[src/adc_window_defines.vh]
`ifndef ADC_WINDOW_DEFINES_VH
`define ADC_WINDOW_DEFINES_VH

// ----------------------------------------
// special function register addresses
// ----------------------------------------
`define ADDR_CTRL      8'he8
`define ADDR_POS_SEL   8'hbb
`define ADDR_NEG_SEL   8'hba
`define ADDR_RES_LOW   8'hbd
`define ADDR_RES_HIGH  8'hbe
`define ADDR_UPPER_LO  8'hc3
`define ADDR_UPPER_HI  8'hc4
`define ADDR_LOWER_LO  8'hc5
`define ADDR_LOWER_HI  8'hc6

// ----------------------------------------
// control register fields
// ----------------------------------------
`define CTRL_ENABLE    7
`define CTRL_BUSY      4
`define CTRL_WINFLAG   3
`define CTRL_DONE      5
`define CTRL_START     6
`define CTRL_LJUST     0

// ----------------------------------------
// reset values and selector codes
// ----------------------------------------
`define RST_CTRL       8'h00
`define RST_SEL        8'h00
`define RST_LIMIT_LO   8'hff
`define RST_LIMIT_HI   8'hff
`define RST_LOWER      8'h00
`define NEG_SEL_GND    8'h1f
`define SEL_MAX_PIN    8'h12
`define POS_SEL_TEMP   8'h1e
`define POS_SEL_VDD    8'h1f
`define NEG_SEL_VREF   8'h1e

// ----------------------------------------
// timing: 20 MHz clock, 200 ksps => 100 cycles per sample
// ----------------------------------------
`define CLK_HZ         20000000
`define SAMPLE_RATE    200000
`define CONV_CYCLES    (`CLK_HZ / `SAMPLE_RATE)
`define TRACK_CYCLES   7'd20
`define CODE_BITS      10

`endif

[src/adc_result_format.v]
`include "adc_window_defines.vh"

// formats a 10-bit code into two result bytes
module adc_result_format (
   // conversion code
   input  wire [9:0] code,
   input  wire       leftJustify,
   input  wire       diffMode,
   // result bytes
   output reg  [7:0] highByte,
   output reg  [7:0] lowByte
);

   // right: sign-extend in differential, zero-fill otherwise; left: zero pad low
   always @* begin
      if (leftJustify) begin
         highByte = code[9:2];
         lowByte  = {code[1:0], 6'h00};
      end else begin
         highByte = diffMode ? {{6{code[9]}}, code[9:8]} : {6'h00, code[9:8]};
         lowByte  = code[7:0];
      end
   end

endmodule

[src/adc_window_compare.v]
`include "adc_window_defines.vh"

// signed/unsigned window comparator on 16-bit register words
module adc_window_compare (
   // operands
   input  wire [15:0] result,
   input  wire [15:0] upperLim,
   input  wire [15:0] lowerLim,
   input  wire        diffMode,
   // match
   output wire        hit
);

   wire gtU;
   wire ltU;
   wire gtS;
   wire ltS;
   wire resAboveGt;
   wire resBelowLt;
   wire gtAboveLt;

   // the greater-than limit holds the lower edge when inside mode is chosen
   assign gtU = result > upperLim;
   assign ltU = result < lowerLim;
   assign gtS = $signed(result) > $signed(upperLim);
   assign ltS = $signed(result) < $signed(lowerLim);
   assign resAboveGt = diffMode ? gtS : gtU;
   assign resBelowLt = diffMode ? ltS : ltU;
   assign gtAboveLt  = diffMode ? ($signed(upperLim) > $signed(lowerLim))
                                : (upperLim > lowerLim);
   // inside: gt < r < lt; outside: r < lt or r > gt
   assign hit = gtAboveLt ? (resBelowLt || resAboveGt)
                          : (resAboveGt && resBelowLt);

endmodule

[src/adc_window_control.v]
// Function
// - convert only while enable bit is one
// - enable zero holds shutdown, no conversions
// - positive select: pins, temperature, supply
// - negative select: pins, reference, ground
// - ground negative means single-ended, else differential
// - completion loads both result bytes
// - justification follows control bit zero
// - single-ended codes are unsigned ten bits
// - differential codes signed, signed window compare
// - window compared once per new result, flag set on match
// - flag readable by polling and interrupt source
// - upper and lower limits, byte pairs, writable
// - limit ordering alone picks inside or outside
// - inside: above greater-than and below less-than
// - outside: below lower or above upper bound
// - upper limit low resets all ones, RW
// - converter keeps running during debug halt
// - sequencing supports 200 ksps, ten bits
`include "adc_window_defines.vh"

module adc_window_control (
   // clock and reset
   input  wire       core_clk,
   input  wire       rst,
   // special function register port
   input  wire [7:0] sfrAddr,
   input  wire [7:0] sfrWdata,
   input  wire       sfrWrite,
   input  wire       sfrRead,
   output reg  [7:0] sfrRdata,
   // debug halt (ignored on purpose)
   input  wire       cpuHalted,
   // analog side
   output reg  [4:0] posChannel,
   output reg  [4:0] negChannel,
   output reg        converterPowerOn,
   output reg        trackHold,
   output reg        convStart,
   input  wire       convDone,
   input  wire [9:0] convCode,
   output reg        diffModeOut,
   // interrupt request
   output wire       windowIrq
);

   // ----------------------------------------
   // state
   // ----------------------------------------
   // sequencer states and the conversion timeout
   localparam [1:0] ST_IDLE  = 2'b00;
   localparam [1:0] ST_TRACK = 2'b01;
   localparam [1:0] ST_CONV  = 2'b10;
   // full sample period, cut to the counter width on purpose
   localparam [31:0] CONV_FULL = `CONV_CYCLES;
   localparam [6:0]  CONV_LEN  = CONV_FULL[6:0];

   // register file, sequencer and result state
   reg [7:0] ctrl_q;
   reg [7:0] ctrl_d;
   reg [7:0] posSel_q;
   reg [7:0] negSel_q;
   reg [7:0] upLo_q;
   reg [7:0] upHi_q;
   reg [7:0] loLo_q;
   reg [7:0] loHi_q;
   reg [9:0] code_q;
   reg [7:0] resHi_q;
   reg [7:0] resLo_q;
   reg [1:0] state_q;
   reg [6:0] cnt_q;
   reg       fresh_q;
   reg       loadRes_q;
   reg [1:0] state_d;
   reg [6:0] cnt_d;
   reg [7:0] readMux;

   // decoded controls
   wire       enable;
   wire       enableNext;
   wire       diffMode;
   wire [7:0] fmtHi;
   wire [7:0] fmtLo;
   wire       winHit;
   wire       wrCtrl;
   wire       startReq;
   wire       sampleEnd;

   // control decode; the window flag doubles as the interrupt request
   assign enable   = ctrl_q[`CTRL_ENABLE];
   // enable as it stands after this edge, so a write that sets enable
   // and start together is taken instead of lost
   assign enableNext = wrCtrl ? sfrWdata[`CTRL_ENABLE] : enable;
   assign diffMode = (negSel_q != `NEG_SEL_GND);
   assign wrCtrl   = sfrWrite && (sfrAddr == `ADDR_CTRL);
   assign startReq = wrCtrl && sfrWdata[`CTRL_START];
   assign sampleEnd = (state_q == ST_CONV) && convDone;
   assign windowIrq = ctrl_q[`CTRL_WINFLAG];

   // ----------------------------------------
   // result formatting and window compare
   // ----------------------------------------
   // formatting follows the live justify bit; bytes latch only on a new result
   adc_result_format u_format (
      .code        (code_q),
      .leftJustify (ctrl_q[`CTRL_LJUST]),
      .diffMode    (diffMode),
      .highByte    (fmtHi),
      .lowByte     (fmtLo)
   );

   // limits are compared against the latched bytes, not the raw code
   adc_window_compare u_compare (
      .result   ({resHi_q, resLo_q}),
      .upperLim ({upHi_q, upLo_q}),
      .lowerLim ({loHi_q, loLo_q}),
      .diffMode (diffMode),
      .hit      (winHit)
   );

   // ----------------------------------------
   // register writes
   // ----------------------------------------
   // limit and selector registers; halt input deliberately not consulted
   // writes to unmapped addresses fall through the default and are lost
   always @(posedge core_clk or posedge rst) begin
      if (rst) begin
         posSel_q <= `RST_SEL;
         negSel_q <= `RST_SEL;
         upLo_q   <= `RST_LIMIT_LO;
         upHi_q   <= `RST_LIMIT_HI;
         loLo_q   <= `RST_LOWER;
         loHi_q   <= `RST_LOWER;
      end else if (sfrWrite) begin
         case (sfrAddr)
            `ADDR_POS_SEL:  posSel_q <= sfrWdata;
            `ADDR_NEG_SEL:  negSel_q <= sfrWdata;
            `ADDR_UPPER_LO: upLo_q   <= sfrWdata;
            `ADDR_UPPER_HI: upHi_q   <= sfrWdata;
            `ADDR_LOWER_LO: loLo_q   <= sfrWdata;
            `ADDR_LOWER_HI: loHi_q   <= sfrWdata;
            default: begin
            end
         endcase
      end
   end

   // ----------------------------------------
   // control register and flags
   // ----------------------------------------
   // next control value; a hardware set wins over a software clear in the same cycle
   always @* begin
      ctrl_d = ctrl_q;
      if (wrCtrl) begin
         ctrl_d[`CTRL_ENABLE]  = sfrWdata[`CTRL_ENABLE];
         ctrl_d[`CTRL_LJUST]   = sfrWdata[`CTRL_LJUST];
         ctrl_d[2:1]           = sfrWdata[2:1];
         ctrl_d[`CTRL_WINFLAG] = sfrWdata[`CTRL_WINFLAG];
         ctrl_d[`CTRL_DONE]    = sfrWdata[`CTRL_DONE];
      end
      if (fresh_q && winHit) begin
         ctrl_d[`CTRL_WINFLAG] = 1'b1;
      end
      if (sampleEnd) begin
         ctrl_d[`CTRL_DONE] = 1'b1;
      end
      ctrl_d[`CTRL_START] = 1'b0;                                   // start reads back as zero
      ctrl_d[`CTRL_BUSY]  = (state_q != ST_IDLE);
   end

   // control register
   always @(posedge core_clk or posedge rst) begin
      if (rst) begin
         ctrl_q <= `RST_CTRL;
      end else begin
         ctrl_q <= ctrl_d;
      end
   end

   // ----------------------------------------
   // conversion sequencer
   // ----------------------------------------
   // next state; a clear of enable wins over everything, so shutdown is immediate
   always @* begin
      state_d = state_q;
      cnt_d   = cnt_q;
      if (!enableNext) begin
         state_d = ST_IDLE;
         cnt_d   = 7'd0;
      end else begin
         case (state_q)
            ST_IDLE: begin
               if (startReq) begin
                  state_d = ST_TRACK;
                  cnt_d   = 7'd0;
               end
            end
            ST_TRACK: begin
               cnt_d = cnt_q + 7'd1;
               if (cnt_q == `TRACK_CYCLES - 7'd1) begin
                  state_d = ST_CONV;
               end
            end
            ST_CONV: begin
               cnt_d = cnt_q + 7'd1;
               if (convDone) begin
                  state_d = ST_IDLE;
               end else if (cnt_q >= CONV_LEN - 7'd1) begin
                  state_d = ST_IDLE;                                // watchdog if core never answers
               end
            end
            default: begin
               state_d = ST_IDLE;
            end
         endcase
      end
   end

   // track then convert; total kept to one sample period of 100 cycles
   // a core slower than that is dropped by the watchdog, the old result kept
   always @(posedge core_clk or posedge rst) begin
      if (rst) begin
         state_q <= ST_IDLE;
         cnt_q   <= 7'd0;
      end else begin
         state_q <= state_d;
         cnt_q   <= cnt_d;
      end
   end

   // ----------------------------------------
   // result capture
   // ----------------------------------------
   // code taken with the done pulse, bytes loaded a cycle later once the
   // formatter sees the new code, window judged the cycle after that
   always @(posedge core_clk or posedge rst) begin
      if (rst) begin
         code_q    <= 10'h000;
         loadRes_q <= 1'b0;
         resHi_q   <= 8'h00;
         resLo_q   <= 8'h00;
         fresh_q   <= 1'b0;
      end else begin
         loadRes_q <= sampleEnd;
         fresh_q   <= loadRes_q;
         if (sampleEnd) begin
            code_q <= convCode;
         end
         if (loadRes_q) begin
            resHi_q <= fmtHi;
            resLo_q <= fmtLo;
         end
      end
   end

   // ----------------------------------------
   // analog side drive
   // ----------------------------------------
   // the debug halt input is not used: converter runs through a halt
   // all drive is registered so the analog side never sees decode glitches
   always @(posedge core_clk or posedge rst) begin
      if (rst) begin
         posChannel       <= 5'h00;
         negChannel       <= 5'h00;
         converterPowerOn <= 1'b0;
         trackHold        <= 1'b0;
         convStart        <= 1'b0;
         diffModeOut      <= 1'b0;
      end else begin
         posChannel       <= posSel_q[4:0];
         negChannel       <= negSel_q[4:0];
         converterPowerOn <= enable;
         trackHold        <= enable && (state_q == ST_TRACK);
         convStart        <= enable && (state_q == ST_TRACK) && (cnt_q == `TRACK_CYCLES - 7'd1);
         diffModeOut      <= diffMode;
      end
   end

   // ----------------------------------------
   // read mux
   // ----------------------------------------
   // read select; unmapped addresses return zero
   always @* begin
      case (sfrAddr)
         `ADDR_CTRL:     readMux = ctrl_q;
         `ADDR_POS_SEL:  readMux = posSel_q;
         `ADDR_NEG_SEL:  readMux = negSel_q;
         `ADDR_RES_HIGH: readMux = resHi_q;
         `ADDR_RES_LOW:  readMux = resLo_q;
         `ADDR_UPPER_LO: readMux = upLo_q;
         `ADDR_UPPER_HI: readMux = upHi_q;
         `ADDR_LOWER_LO: readMux = loLo_q;
         `ADDR_LOWER_HI: readMux = loHi_q;
         default:        readMux = 8'h00;
      endcase
   end

   // registered read data, one cycle after address, held until the next read
   always @(posedge core_clk or posedge rst) begin
      if (rst) begin
         sfrRdata <= 8'h00;
      end else if (sfrRead) begin
         sfrRdata <= readMux;
      end
   end

endmodule

[config.mk]
export PLATFORM = sky130hd
export DESIGN_NAME = adc_window_control
export DESIGN_NICKNAME = d
export VERILOG_FILES = /design/src/adc_result_format.v /design/src/adc_window_compare.v /design/src/adc_window_control.v
export VERILOG_INCLUDE_DIRS = /design/src
export SDC_FILE = /design/constraint.sdc
export NUM_CORES = 1
export LEC_CHECK = 0
export ABC_AREA = 1
export BUFFER_PORTS_ARGS = -buffer_cell sky130_fd_sc_hd__clkbuf_2
export CAP_MARGIN = 10
export CORE_MARGIN = 3
export CORE_UTILIZATION = 65
export CTS_CLUSTER_SIZE = 28
export DETAILED_ROUTE_END_ITERATION = 8
export GPL_ROUTABILITY_DRIVEN = 1
export HOLD_SLACK_MARGIN = 0.12
export PLACE_DENSITY = 0.86
export SLEW_MARGIN = 15
export SYNTH_ARGS = -nofsm -noshare
export SYNTH_HDL_FRONTEND = slang
export SYNTH_SLANG_ARGS = --single-unit
export TNS_END_PERCENT = 100
[constraint.sdc]
create_clock -name core_clk -period 5.93 [get_ports core_clk]
set_input_delay 0.2965 -clock core_clk [delete_from_list [all_inputs] [get_ports core_clk]]
set_output_delay 0.2965 -clock core_clk [all_outputs]
set_load 0.05 [all_outputs]
# --- Yosys cells after proc, flatten, opt, wreduce, memory -nomap -nowiden ---
# Cells that the tools add are included.
totals:
  ff_bits: 114
  wordCells: 92
  in_bits: 32
  out_inout_bits: 23
classes:
  eq_ne: 17
  magnitude_cmp: 7
  n_reduce_logical: 21
  addsub: 1
  muxes: 22
ops:
  columns: ["operator", "count"]
  rows:
  - ["$eq A8 B8 Y1 const B", 9]
  - ["$pmux W8 S9", 1]
  - ["$gt A16 B16 Y1", 4]
  - ["$lt A16 B16 Y1", 2]
  - ["$mux W8", 3]
  - ["$mux W7", 2]
  - ["$pmux W7 S2", 1]
  - ["$reduce_and A2 Y1", 7]
  - ["$mux W2", 5]
  - ["$mux W1", 8]
  - ["$ne A8 B5 Y1 const B", 1]
  - ["$add A7 B1 Y7 const B", 1]
  - ["$eq A7 B5 Y1 const B", 1]
  - ["$ge A7 B7 Y1 const B", 1]
  - ["$logic_and A1 B1 Y1", 7]
  - ["$ne A3 B3 Y1 const B", 2]
  - ["$pmux W2 S3", 1]
  - ["$reduce_bool A2 Y1", 3]
  - ["$mux W4", 1]
  - ["$ne A4 B3 Y1 const B", 1]
  - ["$ne A3 B2 Y1 const B", 1]
  - ["$reduce_and A3 Y1", 1]
  - ["$eq A2 B1 Y1 const B", 1]
  - ["$eq A2 B2 Y1 const B", 1]
  - ["other kinds (3)", 3]

# --- Logic depth before layout (Yosys ltp) ---
depth:
  depth_word: 6
  mapped_depth: 18

# --- Cells and area by module ---
# A second synthesis with hierarchy kept.
hier_totals:
  hier_cells: 859
  hier_area_um2: 6749.0
by_module_without_submodules:
  columns: ["module", "area_each_um2", "cells_each", "n_inst", "seq_area_each_um2"]
  rows:
  - ["adc_window_control", 5261.3, 606, 1, 2872.8]
  - ["adc_window_compare", 1301.2, 213, 1, 0.0]
  - ["adc_result_format", 186.4, 40, 1, 0.0]

# --- Least setup slack after synthesis ---
# Ideal clock, no wire load.
synth_path:
  path_type: "reg-to-reg"
  from: "register upHi_q[7]"
  to: "register ctrl_q[3]"
  path_buffers: 0
  period_less_slack_ps: 1736
  setup_ps: 121
  path_stages_with_launch: 14
  t_arrival_ps: 1615
  setup_slack_ps: 4194
  cell_sequence: "dfstp_2 -> inv_1 -> ha_1 -> nand2_1 -> nor3_1 -> nand2_1 -> nand2_1 -> nand2_1 -> nand2_1 -> nor2_1 -> nor2_1 -> nor2_1 -> nand2_1 -> nand2_1"
synth_via:
  elab_chain_cells: 6
  elab_cells_between_ends: 12
  classes_between: "order compare (4); mux (4); reduce/logical (4)"
synth_lines:
  columns: ["element", "line_no", "source"]
  rows:
  - ["start, declared", "adc_window_control.v:64", "reg [7:0] upHi_q;"]
  - ["start signal, assigned", "adc_window_control.v:131", "upHi_q <= `RST_LIMIT_HI;"]
  - ["start signal, assigned", "adc_window_control.v:139", "`ADDR_UPPER_HI: upHi_q <= sfrWdata;"]
  - ["$gt A16 B16 Y1 (on tied branches)", "adc_window_compare.v:23, adc_window_compare.v:25", null]
  - ["$mux W1", "adc_window_compare.v:27", "assign resAboveGt = diffMode ? gtS : gtU;"]
  - ["$logic_and A1 B1 Y1 or $logic_or A1 B1 Y1 (tied branches)", "adc_window_compare.v:33, adc_window_compare.v:32", null]
  - ["$mux W1 *", "adc_window_compare.v:32", "assign hit = gtAboveLt ? (resBelowLt || resAboveGt)"]
  - ["$logic_and A1 B1 Y1 *", "adc_window_control.v:161", "if (fresh_q && winHit) begin"]
  - ["$mux W1 or $reduce_bool A2 Y1 (tied branches)", null, null]
  - ["end signal, assigned", "adc_window_control.v:174", "ctrl_q <= `RST_CTRL;"]
  - ["end signal, assigned", "adc_window_control.v:176", "ctrl_q <= ctrl_d;"]
  - ["end, declared", "adc_window_control.v:59", "reg [7:0] ctrl_q;"]
# Mark *: on every way between the ends. The rest lies on a longest branch, timed or not.
# A chain may end at the register's enable or synchronous reset.

# --- Final worst setup path ---
layout_path:
  from: "register upLo_q[7]"
  to: "register ctrl_q[3]"
layout_via:
  elab_chain_cells: 6
  elab_cells_between_ends: 12
  classes_between: "order compare (4); mux (4); reduce/logical (4)"
layout_lines:
  columns: ["element", "line_no", "source"]
  rows:
  - ["start, declared", "adc_window_control.v:63", "reg [7:0] upLo_q;"]
  - ["start signal, assigned", "adc_window_control.v:130", "upLo_q <= `RST_LIMIT_LO;"]
  - ["start signal, assigned", "adc_window_control.v:138", "`ADDR_UPPER_LO: upLo_q <= sfrWdata;"]
  - ["$gt A16 B16 Y1 (on tied branches)", "adc_window_compare.v:23, adc_window_compare.v:25", null]
  - ["$mux W1", "adc_window_compare.v:27", null]
  - ["$logic_and A1 B1 Y1 or $logic_or A1 B1 Y1 (tied branches)", "adc_window_compare.v:33, adc_window_compare.v:32", null]
  - ["$mux W1 *", "adc_window_compare.v:32", null]
  - ["$logic_and A1 B1 Y1 *", "adc_window_control.v:161", null]
  - ["$mux W1 or $reduce_bool A2 Y1 (tied branches)", null, null]
# Marked as above.

==> summary.txt <==
Timing
  – Final period util: 36.1%
  – Setup tns final: 0 ps
  – Rel. slew slack: 47.2%
  – Hold Vio Cnt, Final: 0
  – Setup violations, final: 0
  – Least-Margin Pin Slew: 792 ps
  – Unrepaired setup endpoints after global routing: no
  – Max-slew violation count: 0
  – Post-layout minimum cycle time: 2140 ps
  – Clk_skew: around 4.9 ps
  – Fmax: 467 MHz

Synth
  – Yosys cell types: 37
  – Post-synth top area share: 39.5%
  – Synth Flop Type: dfrtp_1
  – Syn_nets: roughly 850
  – Mean Syn Cell Area: slightly above 8 µm²
  – Fraction of registers with async set/reset: 100%
  – Gate Count Post-Synth: around 770
  – Post-synth EDFFs: 0
  – Sequential share of the synthesized area: 46.3%
  – Largest area contributor in the netlist: dfrtp_1
  – Mapped Area: 6210 µm²
  – Synth warn: 0
  – FF+latch count, synth: 114
  – Area contributors post-synth: dfrtp_1 40%, nand2_1 14%, ha_1 10%

Floorplanning
  – # rows: 35
  – Effective utilization at floorplan: about two thirds
  – # IOs: 55
  – Core Region: 9240 µm²
  – Die area: 10,800 µm²
  – Die W: roughly 100 µm
  – Die H: roughly 100 µm

Clocking
  – Clk slew on worst S/H paths: 60 ps
  – Clock H-tree levels: 4
  – Cts bufs inserted: 17
  – Clock sinks: 114
  – Worst skew pair latency: 520 ps
  – CTS Buffer Depth: 2
  – Post-CTS sizing: 0
  – CTS tree: yes
  – Root Buffer: clkbuf_8

Finish
  – Biggest register: code_q
  – Max reg flops: 10
  – Footprint of the multi-input gates: 2880 µm²
  – Final #Nets: 920
  – Layout cells sized above 1: between 10% and 20%
  – # fillers: ~620
  – Sequential cell area: 2870 µm²
  – Diodes inserted: 0
  – Fin util: 79.1%
  – P&R area growth vs syn: 17.7%

Worst setup path
  – Nature of the critical path endpoint: register
  – Critical path type: reg -> reg
  – Worst r2r path cells: 14
  – Worst-path fanout max: 4
  – CP Launch Type: register
  – CP arrival: between 2000 and 3000 ps
  – Required @ worst endpoint: 6380 ps

Detailed routing
  – Routed length per instance: between 15 and 20 µm
  – DRT iter0 DRCs: between 400 and 500
  – Met3 wire len: 1280 µm
  – DR vias: 5,652
  – Met2 wire len: 8330 µm
  – Via-to-Cell Ratio: about 5.8
  – Routed met1 length: ~6700 µm
  – Top sig layer: met4
  – WL final: 17,200 µm
  – DRC: 0
  – Router iterations before antenna repair: 7
  – ANT nets after route: 0

GRT
  – GRT Total Usage: 33.5%
  – Vias in the first global route: about 5,700
  – Global-route wire length before repair: 28,100 µm
  – Initial antenna violation count: 0
  – Grt ovf: 0
  – Pin count of the biggest net entering global routing: 66

Outcome
  – Status: complete, no violations

Placement
  – RD Place Congestion: 0.941
  – Port buffer count: 53
  – Dpl hpwl: 12,400 µm

Power
  – Maximum vdd drop: 0.000279 V
  – Leak pwr: 3.68 nW
  – Power density cells: 289 nW/µm²

Min path
  – Hold-critical path depth: 3
  – Hold Path Class: in -> reg

Run
  – Max Cap Viol: 0
layout make-up:
class / instances / share of cell area [%]
Clock inverter: 10 / 2.16
Sequential cell: 114 / 39.3
Tap cell: 129 / 2.21
Inverter: 105 / 5.46
Multi-Input combinational cell: 532 / 39.4
Timing Repair Buffer: 66 / 5.38
Clock buffer: 22 / 6.06
synthesized netlist by cell type, drive strengths merged (4+ instances only):
| cell type | count |
|---|---|
| o221ai | 4 |
| dfstp | 16 |
| nand3b | 4 |
| nor2 | 37 |
| ha | 52 |
| a22oi | 6 |
| nand3 | 25 |
| o22ai | 10 |
| o21ai | 84 |
| clkbuf | 12 |
| a21oi | 39 |
| nand2 | 240 |
| dfrtp | 98 |
| nand4 | 12 |
| nor3 | 9 |
| inv | 104 |
logic make-up (layout without fill, tap and decap cells):
family,count (synthesis),in the layout,share of synthesized area (%)
fa+ha+maj,52,52,10.5
compound gates,151,151,13.7
xor+xnor,2,2,0.282
buf+inv,119,203,7.36
simple gates,327,327,21.9
flops,114,114,46.3
metal layers:
metal	track usage, %	vias up
met5	0	-
met4	17.9	0
met3	6.92	71
met2	56.9	274
met1	40.3	2657
li1	-	2650
final timing paths:
path	start	end	slack [ps]
max	upLo_q[7]	ctrl_q[3]	3790
min	sfrRead	sfrRdata[7]	130
max reg2reg	upLo_q[7]	ctrl_q[3]	3790
min reg2reg	posSel_q[4]	posChannel[4]	400
max in group asynchronous	rst	loHi_q[0]	4320
min in group asynchronous	rst	ctrl_q[4]	400
timing repair:
action | CTS | global route
hold endpoints to repair | 57 | 0
setup buffers | 0 | 0
hold buffers | 12 | 0
worst max-delay path, cell delays in order, from the launching register on:
cell	delay, ps
dfstp_2	590
inv_1	60
ha_1	290
nand2_1	70
nor2_1	240
nand2_1	90
nand2_1	80
nand2_1	50
nand2_1	80
nor2_1	50
nor2_1	180
nor2_1	70
nor2_1	90
nand2_1	60
nand2_1	70
placed cells by master (no fill, tap or decap), types with 16 or more instances in the layout:
cell,count
nand2_1,239
dfstp_2,16
clkbuf_16,16
o21ai_0,75
ha_1,52
nand3_1,25
clkbuf_2,53
inv_1,99
nor2_1,34
dfrtp_1,98
a21oi_1,39
power breakdown:
part	switching (mW)	internal (mW)
logic	0.161	0.0811
clock network	0.342	0.690
registers	0.0247	0.809
per-stage QoR:
stage	area (µm²)	hold WS (ps)	cells	power [mW]	setup slack (ps)
after floorplan	6210	374	765	1.00	2640
after global placement	6580	386	934	1.07	3820
after detailed placement	6580	391	934	1.08	3760
after CTS	7300	121	978	2.11	3830
after global routing	7300	153	978	2.19	3610
final	7300	132	978	2.11	3790
Note: power is estimated with default switching activity, not from simulation.
